$ cat src/common/rbia_cfg.svh
/*
  Constants for the register-bit indirect address generator.
  Assumes inclusion by bare name from any file that needs widths or codes.
*/
`ifndef RBIA_CFG_SVH
`define RBIA_CFG_SVH

// widths of the extended pointer, its low part and the data path
`define RBIA_PTR_W 23
`define RBIA_LOW_W 16
`define RBIA_DATA_W 40
`define RBIA_IDX_W 6
`define RBIA_TGT_W 5

// pointer steps for single-bit and bit-pair operations
`define RBIA_STEP_ONE 23'h000001
`define RBIA_STEP_TWO 23'h000002
`define RBIA_PTR_ZERO 23'h000000

// target register codes: accumulators, auxiliaries, temporaries
`define RBIA_TGT_ACC_LAST 5'h03
`define RBIA_TGT_TMP_LAST 5'h0F

// usable bit counts of wide and narrow targets
`define RBIA_WIDE_BITS 6'h28
`define RBIA_NARROW_BITS 6'h10

`endif

$ cat src/common/rbia_pkg.sv
/*
  Types for the register-bit indirect address generator.
  Assumes the constants header is compiled alongside.
*/
package rbia_pkg;

  // indirect addressing modes carried by this unit
  typedef enum logic [1:0] {
    RBIA_MODE_POST_DEC,
    RBIA_MODE_PRE_INC,
    RBIA_MODE_PRE_DEC,
    RBIA_MODE_IDX_POST_INC
  } rbia_mode_e;

  // register-bit operations
  typedef enum logic [1:0] {
    RBIA_OP_TEST,
    RBIA_OP_SET,
    RBIA_OP_CLEAR,
    RBIA_OP_COMPL
  } rbia_op_e;

endpackage

$ cat src/hw/rbia_agen.sv
/*
  Register-bit indirect address generator: forms the bit address from an
  extended auxiliary pointer, updates the pointer and performs bit operations.
  Assumes the pipeline presents one operation per cycle with the selected
  pointer, its circular-enable bit and buffer start value already muxed.
*/
`timescale 1ns/10ps
`include "rbia_cfg.svh"

// Function
// - post-decrement: use pointer, then subtract step
// - bit pair touches address and address plus one
// - pair test copies low/high bits to flags
// - bit set changes only the addressed bit
// - pre-increment address is pointer plus step
// - pre-increment writes incremented pointer back
// - pre-decrement subtracts step, uses reduced value
// - indexed post-increment adds mode-selected index
// - circular pointer adds sign-extended buffer start
// - only accumulators, auxiliaries, temporaries are targets
module rbia_agen (
  // clock and reset
  input wire logic core_clk_i,
  input wire logic reset_n_i,
  // operation request
  input wire logic op_valid_i,
  input wire rbia_pkg::rbia_mode_e op_mode_i,
  input wire rbia_pkg::rbia_op_e op_kind_i,
  input wire logic op_pair_i,
  input wire logic [`RBIA_TGT_W-1:0] target_sel_i,
  input wire logic [`RBIA_DATA_W-1:0] target_data_i,
  // pointer and addressing configuration
  input wire logic [`RBIA_PTR_W-1:0] extended_aux_pointer_i,
  input wire logic circular_enable_i,
  input wire logic [`RBIA_LOW_W-1:0] buffer_start_offset_i,
  input wire logic legacy_compat_mode_i,
  input wire logic [`RBIA_LOW_W-1:0] temp_index_reg_i,
  input wire logic [`RBIA_PTR_W-1:0] extended_aux_index_reg_i,
  // completion
  output logic done_o,
  output logic illegal_o,
  output logic [`RBIA_PTR_W-1:0] bit_addr_o,
  // pointer write-back
  output logic ptr_we_o,
  output logic [`RBIA_PTR_W-1:0] extended_aux_pointer_o,
  // target write-back
  output logic data_we_o,
  output logic [`RBIA_DATA_W-1:0] data_o,
  // status register test flags, loaded with the values of the tested bits
  output logic flag_we_o,
  output logic test_flag_first_o,
  output logic test_flag_second_o
);
  import rbia_pkg::*;

  logic [`RBIA_PTR_W-1:0] step;
  logic [`RBIA_PTR_W-1:0] offs;
  logic [`RBIA_PTR_W-1:0] index_ext;
  logic [`RBIA_PTR_W-1:0] base;
  logic [`RBIA_PTR_W-1:0] ptr_next;
  logic [`RBIA_PTR_W-1:0] addr_next;
  logic [`RBIA_PTR_W-1:0] addr_hi;
  logic legal;
  logic wide;
  logic [`RBIA_DATA_W-1:0] lane0_data;
  logic [`RBIA_DATA_W-1:0] lane1_data;
  logic lane0_bit;
  logic lane1_bit;
  logic accept;
  logic done_reg;
  logic illegal_reg;
  logic [`RBIA_PTR_W-1:0] bit_addr_reg;
  logic ptr_we_reg;
  logic [`RBIA_PTR_W-1:0] ptr_reg;
  logic data_we_reg;
  logic [`RBIA_DATA_W-1:0] data_reg;
  logic flag_we_reg;
  logic flag_first_reg;
  logic flag_second_reg;

  // step and index; the short index is taken as signed, like an offset
  assign step = op_pair_i ? `RBIA_STEP_TWO : `RBIA_STEP_ONE;
  assign index_ext = legacy_compat_mode_i ? extended_aux_index_reg_i
                                          : {{7{temp_index_reg_i[15]}}, temp_index_reg_i};
  assign offs = circular_enable_i ? {{7{buffer_start_offset_i[15]}}, buffer_start_offset_i}
                                  : `RBIA_PTR_ZERO;

  // target class check; the codes above the temporaries hold no register
  assign legal = (target_sel_i <= `RBIA_TGT_TMP_LAST);
  assign wide = (target_sel_i <= `RBIA_TGT_ACC_LAST);
  assign accept = op_valid_i && legal;

  // address base and pointer update per mode, full width, no wrap care
  always_comb begin
    base = extended_aux_pointer_i;
    ptr_next = extended_aux_pointer_i;
    case (op_mode_i)
      RBIA_MODE_POST_DEC: begin
        ptr_next = extended_aux_pointer_i - step;
      end
      RBIA_MODE_PRE_INC: begin
        base = extended_aux_pointer_i + step;
        ptr_next = extended_aux_pointer_i + step;
      end
      RBIA_MODE_PRE_DEC: begin
        base = extended_aux_pointer_i - step;
        ptr_next = extended_aux_pointer_i - step;
      end
      default: begin
        ptr_next = extended_aux_pointer_i + index_ext;
      end
    endcase
  end

  // bit address and its pair partner
  assign addr_next = base + offs;
  assign addr_hi = addr_next + `RBIA_STEP_ONE;

  // two chained lanes so a pair operation sees both bits
  rbia_bit_unit u_lane0 (
    .data_i(target_data_i),
    .index_i(addr_next[`RBIA_IDX_W-1:0]),
    .wide_i(wide),
    .kind_i(op_kind_i),
    .data_o(lane0_data),
    .bit_o(lane0_bit)
  );

  rbia_bit_unit u_lane1 (
    .data_i(lane0_data),
    .index_i(addr_hi[`RBIA_IDX_W-1:0]),
    .wide_i(wide),
    .kind_i(op_kind_i),
    .data_o(lane1_data),
    .bit_o(lane1_bit)
  );

  // completion and refusal, one-cycle pulses
  always_ff @(posedge core_clk_i or negedge reset_n_i) begin
    if (!reset_n_i) begin
      done_reg <= 1'b0;
      illegal_reg <= 1'b0;
      bit_addr_reg <= '0;
    end else begin
      done_reg <= op_valid_i;
      illegal_reg <= op_valid_i && !legal;
      if (op_valid_i) begin
        bit_addr_reg <= addr_next;
      end
    end
  end

  // pointer write-back; refused operations leave the pointer alone
  always_ff @(posedge core_clk_i or negedge reset_n_i) begin
    if (!reset_n_i) begin
      ptr_we_reg <= 1'b0;
      ptr_reg <= '0;
    end else begin
      ptr_we_reg <= accept;
      if (accept) begin
        ptr_reg <= ptr_next;
      end
    end
  end

  // target write-back for set, clear and complement
  always_ff @(posedge core_clk_i or negedge reset_n_i) begin
    if (!reset_n_i) begin
      data_we_reg <= 1'b0;
      data_reg <= '0;
    end else begin
      data_we_reg <= accept && (op_kind_i != RBIA_OP_TEST);
      if (accept) begin
        data_reg <= op_pair_i ? lane1_data : lane0_data;
      end
    end
  end

  // test flags; a single test loads the first flag only
  always_ff @(posedge core_clk_i or negedge reset_n_i) begin
    if (!reset_n_i) begin
      flag_we_reg <= 1'b0;
      flag_first_reg <= 1'b0;
      flag_second_reg <= 1'b0;
    end else begin
      flag_we_reg <= accept && (op_kind_i == RBIA_OP_TEST);
      if (accept && (op_kind_i == RBIA_OP_TEST)) begin
        flag_first_reg <= lane0_bit;
        if (op_pair_i) begin
          flag_second_reg <= lane1_bit;
        end
      end
    end
  end

  assign done_o = done_reg;
  assign illegal_o = illegal_reg;
  assign bit_addr_o = bit_addr_reg;
  assign ptr_we_o = ptr_we_reg;
  assign extended_aux_pointer_o = ptr_reg;
  assign data_we_o = data_we_reg;
  assign data_o = data_reg;
  assign flag_we_o = flag_we_reg;
  assign test_flag_first_o = flag_first_reg;
  assign test_flag_second_o = flag_second_reg;

  // checker copies of the request, read by the properties only
  logic [`RBIA_DATA_W-1:0] chk_data_reg;
  logic chk_pair_reg;
  logic chk_wide_reg;
  always_ff @(posedge core_clk_i or negedge reset_n_i) begin
    if (!reset_n_i) begin
      chk_data_reg <= '0;
      chk_pair_reg <= 1'b0;
      chk_wide_reg <= 1'b0;
    end else begin
      chk_data_reg <= target_data_i;
      chk_pair_reg <= op_pair_i;
      chk_wide_reg <= wide;
    end
  end

  // pointer and address relations per mode
  property p_post_dec_ptr;
    @(posedge core_clk_i) disable iff (!reset_n_i)
      accept && op_mode_i == RBIA_MODE_POST_DEC |=>
        ptr_we_o && extended_aux_pointer_o == $past(extended_aux_pointer_i) - (chk_pair_reg ? 23'h2 : 23'h1);
  endproperty
  a_post_dec_ptr: assert property (p_post_dec_ptr) else $error("post-decrement pointer wrong");

  property p_post_dec_addr;
    @(posedge core_clk_i) disable iff (!reset_n_i)
      accept && op_mode_i == RBIA_MODE_POST_DEC |=> bit_addr_o == $past(extended_aux_pointer_i) + $past(offs);
  endproperty
  a_post_dec_addr: assert property (p_post_dec_addr) else $error("post-decrement address wrong");

  property p_pre_inc;
    @(posedge core_clk_i) disable iff (!reset_n_i)
      accept && op_mode_i == RBIA_MODE_PRE_INC |=>
        bit_addr_o == extended_aux_pointer_o + $past(offs) &&
        extended_aux_pointer_o == $past(extended_aux_pointer_i) + (chk_pair_reg ? 23'h2 : 23'h1);
  endproperty
  a_pre_inc: assert property (p_pre_inc) else $error("pre-increment address or pointer wrong");

  property p_pre_dec;
    @(posedge core_clk_i) disable iff (!reset_n_i)
      accept && op_mode_i == RBIA_MODE_PRE_DEC |=>
        bit_addr_o == extended_aux_pointer_o + $past(offs) &&
        extended_aux_pointer_o == $past(extended_aux_pointer_i) - (chk_pair_reg ? 23'h2 : 23'h1);
  endproperty
  a_pre_dec: assert property (p_pre_dec) else $error("pre-decrement address or pointer wrong");

  property p_idx_post_inc;
    @(posedge core_clk_i) disable iff (!reset_n_i)
      accept && op_mode_i == RBIA_MODE_IDX_POST_INC |=>
        bit_addr_o == $past(extended_aux_pointer_i) + $past(offs) &&
        extended_aux_pointer_o == $past(extended_aux_pointer_i) + $past(index_ext);
  endproperty
  a_idx_post_inc: assert property (p_idx_post_inc) else $error("indexed post-increment wrong");

  property p_linear_no_offset;
    @(posedge core_clk_i) disable iff (!reset_n_i)
      accept && !circular_enable_i && op_mode_i == RBIA_MODE_POST_DEC |=>
        bit_addr_o == $past(extended_aux_pointer_i);
  endproperty
  a_linear_no_offset: assert property (p_linear_no_offset) else $error("offset added without circular mode");

  // pair test flags against the captured target word
  property p_pair_flags;
    @(posedge core_clk_i) disable iff (!reset_n_i)
      flag_we_o && chk_pair_reg && chk_wide_reg && bit_addr_o[5:0] < (`RBIA_WIDE_BITS - 6'h01) |->
        test_flag_first_o == chk_data_reg[bit_addr_o[5:0]] &&
        test_flag_second_o == chk_data_reg[bit_addr_o[5:0] + 6'h01];
  endproperty
  a_pair_flags: assert property (p_pair_flags) else $error("pair test flags wrong");

  property p_single_set;
    @(posedge core_clk_i) disable iff (!reset_n_i)
      accept && op_kind_i == RBIA_OP_SET && !op_pair_i && wide && addr_next[5:0] < `RBIA_WIDE_BITS |=>
        data_we_o && data_o == (chk_data_reg | (`RBIA_DATA_W'(1) << bit_addr_o[5:0]));
  endproperty
  a_single_set: assert property (p_single_set) else $error("bit set touched wrong bits");

  property p_illegal_target;
    @(posedge core_clk_i) disable iff (!reset_n_i)
      op_valid_i && !legal |=> illegal_o && !ptr_we_o && !data_we_o && !flag_we_o;
  endproperty
  a_illegal_target: assert property (p_illegal_target) else $error("illegal target not refused");

  property p_ptr_we_cause;
    @(posedge core_clk_i) disable iff (!reset_n_i)
      ptr_we_o |-> done_o && !illegal_o && $past(op_valid_i);
  endproperty
  a_ptr_we_cause: assert property (p_ptr_we_cause) else $error("pointer written without operation");

  // main scenarios
  c_pair_test: cover property (@(posedge core_clk_i) disable iff (!reset_n_i) flag_we_o && chk_pair_reg);
  c_pre_inc_set: cover property (@(posedge core_clk_i) disable iff (!reset_n_i)
    accept && op_mode_i == RBIA_MODE_PRE_INC && op_kind_i == RBIA_OP_SET);
  c_idx_legacy: cover property (@(posedge core_clk_i) disable iff (!reset_n_i)
    accept && op_mode_i == RBIA_MODE_IDX_POST_INC && legacy_compat_mode_i);
  c_illegal: cover property (@(posedge core_clk_i) disable iff (!reset_n_i) illegal_o);
endmodule

$ cat src/hw/rbia_bit_unit.sv
/*
  One bit lane: reads a single bit of a target word and applies a bit operation.
  Assumes the caller supplies an index already reduced to the lane width.
*/
`timescale 1ns/10ps
`include "rbia_cfg.svh"

module rbia_bit_unit (
  // operand
  input wire logic [`RBIA_DATA_W-1:0] data_i,
  input wire logic [`RBIA_IDX_W-1:0] index_i,
  input wire logic wide_i,
  input wire rbia_pkg::rbia_op_e kind_i,
  // result
  output logic [`RBIA_DATA_W-1:0] data_o,
  output logic bit_o
);
  import rbia_pkg::*;

  logic in_range;
  logic [`RBIA_DATA_W-1:0] mask;

  // bits past the register width read as zero and are never touched
  assign in_range = (index_i < (wide_i ? `RBIA_WIDE_BITS : `RBIA_NARROW_BITS));
  assign mask = in_range ? (`RBIA_DATA_W'(1) << index_i) : '0;

  // only the addressed bit changes, all others pass unchanged
  always_comb begin
    bit_o = |(data_i & mask);
    case (kind_i)
      RBIA_OP_SET: data_o = data_i | mask;
      RBIA_OP_CLEAR: data_o = data_i & ~mask;
      RBIA_OP_COMPL: data_o = data_i ^ mask;
      default: data_o = data_i;
    endcase
  end
endmodule

$ cat config.mk
export PLATFORM = sky130hd
export DESIGN_NAME = rbia_agen
export DESIGN_NICKNAME = d
export VERILOG_FILES = /design/src/common/rbia_pkg.sv /design/src/hw/rbia_agen.sv /design/src/hw/rbia_bit_unit.sv
export VERILOG_INCLUDE_DIRS = /design/src /design/src/common
export SDC_FILE = /design/constraint.sdc
export NUM_CORES = 1
export LEC_CHECK = 0
export BUFFER_PORTS_ARGS = -buffer_cell sky130_fd_sc_hd__buf_2
export CAP_MARGIN = 5
export CORE_MARGIN = 4
export CORE_UTILIZATION = 55
export DETAILED_ROUTE_END_ITERATION = 8
export MAX_ROUTING_LAYER = met4
export PLACE_DENSITY = 0.82
export SYNTH_ARGS = -nofsm -noshare
export SYNTH_HDL_FRONTEND = slang
export SYNTH_SLANG_ARGS = --single-unit
$ cat constraint.sdc
create_clock -name core_clk_i -period 1.1 [get_ports core_clk_i]
set_input_delay 0.055 -clock core_clk_i [delete_from_list [all_inputs] [get_ports core_clk_i]]
set_output_delay 0.055 -clock core_clk_i [all_outputs]
set_load 0.01 [all_outputs]
==> impl.org, run 1 <==
** Synth
- Post-synthesis async set-or-reset flop share :: 1.000
- Leading area contributor after synthesis :: sky130_fd_sc_hd__ha_1
- Ranking of synthesized cells by area :: sky130_fd_sc_hd__ha_1 (24%), sky130_fd_sc_hd__dfrtp_1 (15%), sky130_fd_sc_hd__nand2_1 (7.4%)
- Top_reg_cell synth :: sky130_fd_sc_hd__dfrtp_1
- Synthesized instance count :: 2081
- Synthesized area divided by synthesized cell count :: 7.529 um^2
- Counting distinct cell types in the post-synthesis netlist gives 91.
- Summing every instance area after synthesis gives 0.01567 mm^2.
- Synth top area share :: 0.2380
- Synthesized netlist net count :: 2516
- Count of flip-flops with a built-in enable after synthesis :: 0
- In this run, synthesis produced a sequential element count of 93.
- Sequential area share after synthesis :: 0.1485
- Warning count from the yosys run :: 0

** Floorplan
- Width of the die :: 176.8 um
- The initial utilization of the core area, before any placement, comes to 0.5609.
- Height of the die :: 176.8 um
- The floorplan has 61 rows.
- Number of ports placed on the die boundary :: 226

** CTS
- Number of clock sinks :: 93
- The clock passes through at most 2 buffers.
- Number of buffers created by CTS :: 9
- CTS root buf :: sky130_fd_sc_hd__clkbuf_16
- The H-tree was split into 3 levels.

** Place
- The congestion estimate from routability-driven global placement came to 0.9962.
- Total half-perimeter wirelength after legalization and detailed placement :: 45960 um
- Placed Instance Area :: 0.02178 mm^2
- During placement, the flow inserted port buffers numbering 223.

** Run status
- The tool reported: "[ERROR GRT-0232] Routing congestion too high. Check the congestion heatmap in the GUI".
- Status :: did not finish
- Stopping stage :: global routing (5_1_grt)

** Timing
- Classification of the worst endpoint :: sequential cell input
- When the last timing repair stopped, the worst path ended at test_flag_second_o$_DFFE_PN0P_/D.

** Global route
- Number of antenna violations at the first check in global routing :: 9
- Total overflow reported by the global router :: 10
- Total routing usage reported by global routing :: 0.7622
- Entering global routing, the biggest net connects 61 pins.
-- synth_stat cells, drive strengths merged, types with 11 or more instances --
| master | count |
|---|---|
| nand2 | 311 |
| ha | 298 |
| nor2 | 182 |
| inv | 171 |
| o21ai | 160 |
| clkbuf | 101 |
| dfrtp | 93 |
| o21a | 81 |
| mux2i | 75 |
| a21oi | 60 |
| a221oi | 42 |
| o22ai | 42 |
| xnor2 | 41 |
| mux2 | 35 |
| buf | 29 |
| nand3 | 27 |
| and2 | 25 |
| xor2 | 25 |
| a21o | 24 |
| nor3 | 24 |
| nor4 | 23 |
| and3 | 19 |
| a211oi | 18 |
| nand2b | 17 |
| nand4 | 12 |
| or2 | 12 |
| or3 | 12 |
| nor2b | 11 |
-- what timing repair did --
action	CTS
setup endpoints to repair	90
cloned	0
buffers inserted	85
resized for setup	322
endpoints found under the hold margin	93
pin swaps	231
hold buffers	1
-- through the flow --
stage	setup WS (ns)	instances	util	hold slack, ns	TNS (ns)
4_1_cts	-3.826	3186	0.8644	0.02087	-218.35
3_5_place_dp	-4.543	3093	0.7799	-0.08151	-272.20
2_1_floorplan	-4.238	2081	-	-0.2406	-237.59
3_3_place_gp	-4.503	3093	0.7799	-0.08526	-264.62
-- metal layers --
layer,track usage,overflow
met1,0.7448,0
met2,0.9091,7
met3,0.5967,0
met4,0.7576,3
met5,-,-
-- kinds of logic after synthesis --
group / synth area share
XOR/XNOR: 0.03785
AO/OA/AOI/OAI: 0.2162
adder cells (fa/ha/maj): 0.2431
multiplexers: 0.08026
flip-flops: 0.1485
AND/OR/NAND/NOR: 0.1997
buffers and inverters: 0.07435
==> inputs of run 2 (changes only) <==
Settings changed: CORE_UTILIZATION 55 to 40, MAX_ROUTING_LAYER met4 to default, PLACE_DENSITY 0.82 to default, PLACE_DENSITY_LB_ADDON from default to 0.15.
==> impl.org, run 2 <==
** Run status
- The run finished, with violations left.
- Failing checks :: negative setup slack

** Pwr
- Post-layout total power :: 22.47 mW
- P per Cell Area :: 904.0 mW/mm^2
- Summed over all cells, the static leakage comes to 12.44 nW.
- The worst-case IR drop observed on VDD is 0.9808 mV.

** Layout
- Post-route non-filler standard cell count :: 3340
- The register with the most flip-flops in the layout has 40 of them.
- Most frequent standard cell in the layout excluding fill and tap cells :: sky130_fd_sc_hd__buf_4
- Top library cells by usage in the layout, fill and taps aside :: sky130_fd_sc_hd__buf_4 (557), sky130_fd_sc_hd__nand2_1 (260), sky130_fd_sc_hd__ha_1 (232), sky130_fd_sc_hd__buf_2 (215), sky130_fd_sc_hd__nor2_1 (161)
- The final layout contains 3251 nets.
- Synth-to-layout area growth :: 58.69%
- Fraction of layout cells with a size suffix above 1 :: 0.4534

** Synth
- The synthesized netlist cell count came to 2081 (unchanged).
- The sequential share of the synthesized area is 0.1485 (unchanged).
- #FFs+latches synth :: 93 (unchanged)
- The count of synthesis-stage warnings from yosys was 0 (unchanged).
- Synth top area share :: 0.2380 (unchanged)
- The synthesized design spends more area on one cell type than any other, namely sky130_fd_sc_hd__ha_1.
- The mean instance size in the synthesized netlist came to 7.529 um^2 (unchanged).
- The count of different cell masters after synthesis was 91 (unchanged).
- By instance count, the leading cell after synthesis is sky130_fd_sc_hd__nand2_1.
- Most used standard cells in the synthesized netlist :: sky130_fd_sc_hd__nand2_1 (309), sky130_fd_sc_hd__ha_1 (298), sky130_fd_sc_hd__nor2_1 (181)
- The synthesized cell area is 0.01567 mm^2 (unchanged).
- Synthesized netlist net count :: 2516 (unchanged)
- Yosys attributes the largest share of cell area to sky130_fd_sc_hd__ha_1 (24%), sky130_fd_sc_hd__dfrtp_1 (15%), sky130_fd_sc_hd__nand2_1 (7.4%).
- The number of enable flip-flop cells after synthesis was 0 (unchanged).
- For this run, the leading register cell type out of synthesis is sky130_fd_sc_hd__dfrtp_1.
- Post-synthesis async set-or-reset flop share :: 1.000 (unchanged)

** CTS
- TritonCTS clock tree :: done
- Number of buffers created by CTS :: 9 (unchanged)
- The clock reaches the later pin of the worst-skew pair after 0.39 ns.
- Clock-pin slew reported for the worst setup and hold paths after clock tree synthesis :: 0.08 ns
- Clock tree synthesis selected as its root buffer the cell sky130_fd_sc_hd__clkbuf_16.
- The total number of H-tree levels came to 3 (unchanged).
- Max Root-Sink Buffers :: 2 (unchanged)
- The clock sink total is 93 (unchanged).

** Timing
- Final setup slack of the worst path :: -3.905 ns
- Final period utilization :: 4.550
- For the pin with the worst max-slew slack, the measured transition is 0.6850 ns.
- Setup repair after global routing could not meet its margin everywhere.
- Final-report setup violation count :: 87
- For the final database, setup skew stands at 0 ns.
- The hold violation count in the final report is 0.
- The final count of pins violating max slew is 0.
- Timing would allow up to 199.8 MHz.
- The worst pin sits at a relative slew slack of 0.5433.
- The routed design could run at a clock period as short as 5.005 ns.

** Routing
- For this run, design rule violations remaining after detail routing come to 0.
- Number of violations reported at the end of detailed-routing iteration 0 :: 897
- The routed design has 63050 um of wire.
- Dividing the detail-routed wire length by the instance count gives 18.88 um.
- Final ANT Viol Nets :: 0
- Summing over every cut layer, the via total after detailed routing is 17830.
- Detail-routed via count per cell :: 5.339
- Before antenna repair, the detailed router went through 5 iterations.

** Floorplan
- The die width is 205.9 um (+16%).
- Height of the die :: 205.9 um (+16%)
- In this run the standard cell core region covers 0.03865 mm^2.
- Num rows :: 72 (+18%)
- The die covers 0.04240 mm^2.
- Initial core utilization :: 0.4054 (-0.1555)
- The number of ports placed on the die boundary came to 226 (unchanged).

** Place
- The number of cells after detailed placement came to 3260 (+5.4%).
- Input/output buffers :: 223 (unchanged)
- Final weighted congestion of routability-driven global placement :: 0.9264 (-7.0%)
- Total half-perimeter wirelength after legalization and detailed placement :: 49030 um (+6.7%)

** Global route
- The initial antenna violation count is 3.
- The via count of the first global-routing pass is 18370.
- Entering global routing, the biggest net connects 49 pins.
- Total overflow reported by the global router :: 0
- The first global-routing pass estimated 96880 um of wire.
- Total routing usage reported by global routing :: 0.2891

** Run
- MaxCap Viol Count :: 0

** Setup path
- Delay of the slowest cell on the worst path :: 0.56 ns
- Arrival time at the worst endpoint :: 5.33 ns
- For the worst setup path, the data required time is 1.42 ns.
- CP max-delay cell :: sky130_fd_sc_hd__fa_2
- The worst setup path is of the in -> reg kind.
- STA classifies the critical path endpoint as a flip-flop.
- In this run the register-to-register setup slack is 0.07 ns.
- Highest net fanout along the worst path :: 6
- The worst setup path is launched from an input port.

** Worst hold path
- In this run the worst hold path is classified as in -> reg.
==> run 2: cell counts after synthesis <==
Identical to the previous run, type by type.
==> run 2: report_power, final <==
group          internal (mW)  switching [mW]
registers               4.09           0.393
logic                   6.95            7.66
clock network           1.59            1.79
==> run 2: cell type report <==
cell class,count,area [um^2]
Multi-Input combinational cell,1686,14600
Fill cell,3281,13780
Timing Repair Buffer,854,6332
Sequential cell,93,2327
Inverter,172,658.1
Tap cell,518,648.1
Clock buffer,9,225.2
Clock inverter,7,67.56
Antenna cell,1,2.502
==> run 2: worst max-delay path: cells and delay by family <==
family                   cells  cell delay [ns]
AO/OA/AOI/OAI               11             2.15
XOR/XNOR                     2             0.33
adder cells (fa/ha/maj)      5             1.55
buffers and inverters        7             0.79
AND/OR/NAND/NOR              4             0.46
==> run 2: path summary, 6_finish.rpt <==
| check | start | endpoint | cells past startpoint |
|---|---|---|---|
| max | op_pair_i | data_o[39] | 29 |
| min | target_data_i[6] | data_o[6] | 3 |
| max reg2reg | bit_addr_o[22] | bit_addr_o[22] | 3 |
| min reg2reg | extended_aux_pointer_o[7] | extended_aux_pointer_o[7] | 2 |
| max in group asynchronous | reset_n_i | data_o[14] | 3 |
| min in group asynchronous | reset_n_i | data_o[10] | 3 |
==> run 2: through the flow <==
| stage | area (um^2) | setup WS, ns | setup TNS [ns] | hold WS (ns) | utilization |
|---|---|---|---|---|---|
| 3_5_place_dp | 22090 | -4.625 | -274.96 | -0.1381 | 0.5715 |
| 5_1_grt | 24860 | -4.136 | -236.66 | 0.05461 | 0.6433 |
| 6_report | 24860 | -3.905 | -222.35 | 0.02675 | 0.6433 |
| 4_1_cts | 23900 | -3.829 | -217.95 | 0.006532 | 0.6183 |
| 2_1_floorplan | 16590 | -4.238 | -237.59 | -0.2406 | - |
| 3_3_place_gp | 22090 | -4.473 | -269.03 | -0.1378 | 0.5715 |
==> run 2: what timing repair did <==
item | in CTS | in global routing
buffers inserted | 46 | 24
resized for setup | 273 | 162
hold buffers | 3 | 0
pin swaps | 159 | 135
setup endpoints to repair | 90 | 89
endpoints found under the hold margin | 94 | 0
==> run 2: cell families (layout without fill, tap and decap cells) <==
family | after synthesis | after routing | share of synthesized area
other | 0 | 1 | 0
multiplexers | 115 | 115 | 0.08026
adder cells (fa/ha/maj) | 302 | 302 | 0.2431
buffers and inverters | 302 | 1042 | 0.07435
AO/OA/AOI/OAI | 511 | 511 | 0.2162
XOR/XNOR | 66 | 66 | 0.03785
AND/OR/NAND/NOR | 692 | 692 | 0.1997
flip-flops | 93 | 93 | 0.1485
==> run 2: metal layers <==
layer | global-route usage | vias up | wire, um
met5 | 0 | - | 25
met4 | 0.1462 | 4 | 3298
met3 | 0.03703 | 157 | 2440
met2 | 0.5351 | 457 | 32580
met1 | 0.3244 | 8498 | 24700
li1 | - | 8717 | -
Power figures use the tool's default switching activity.
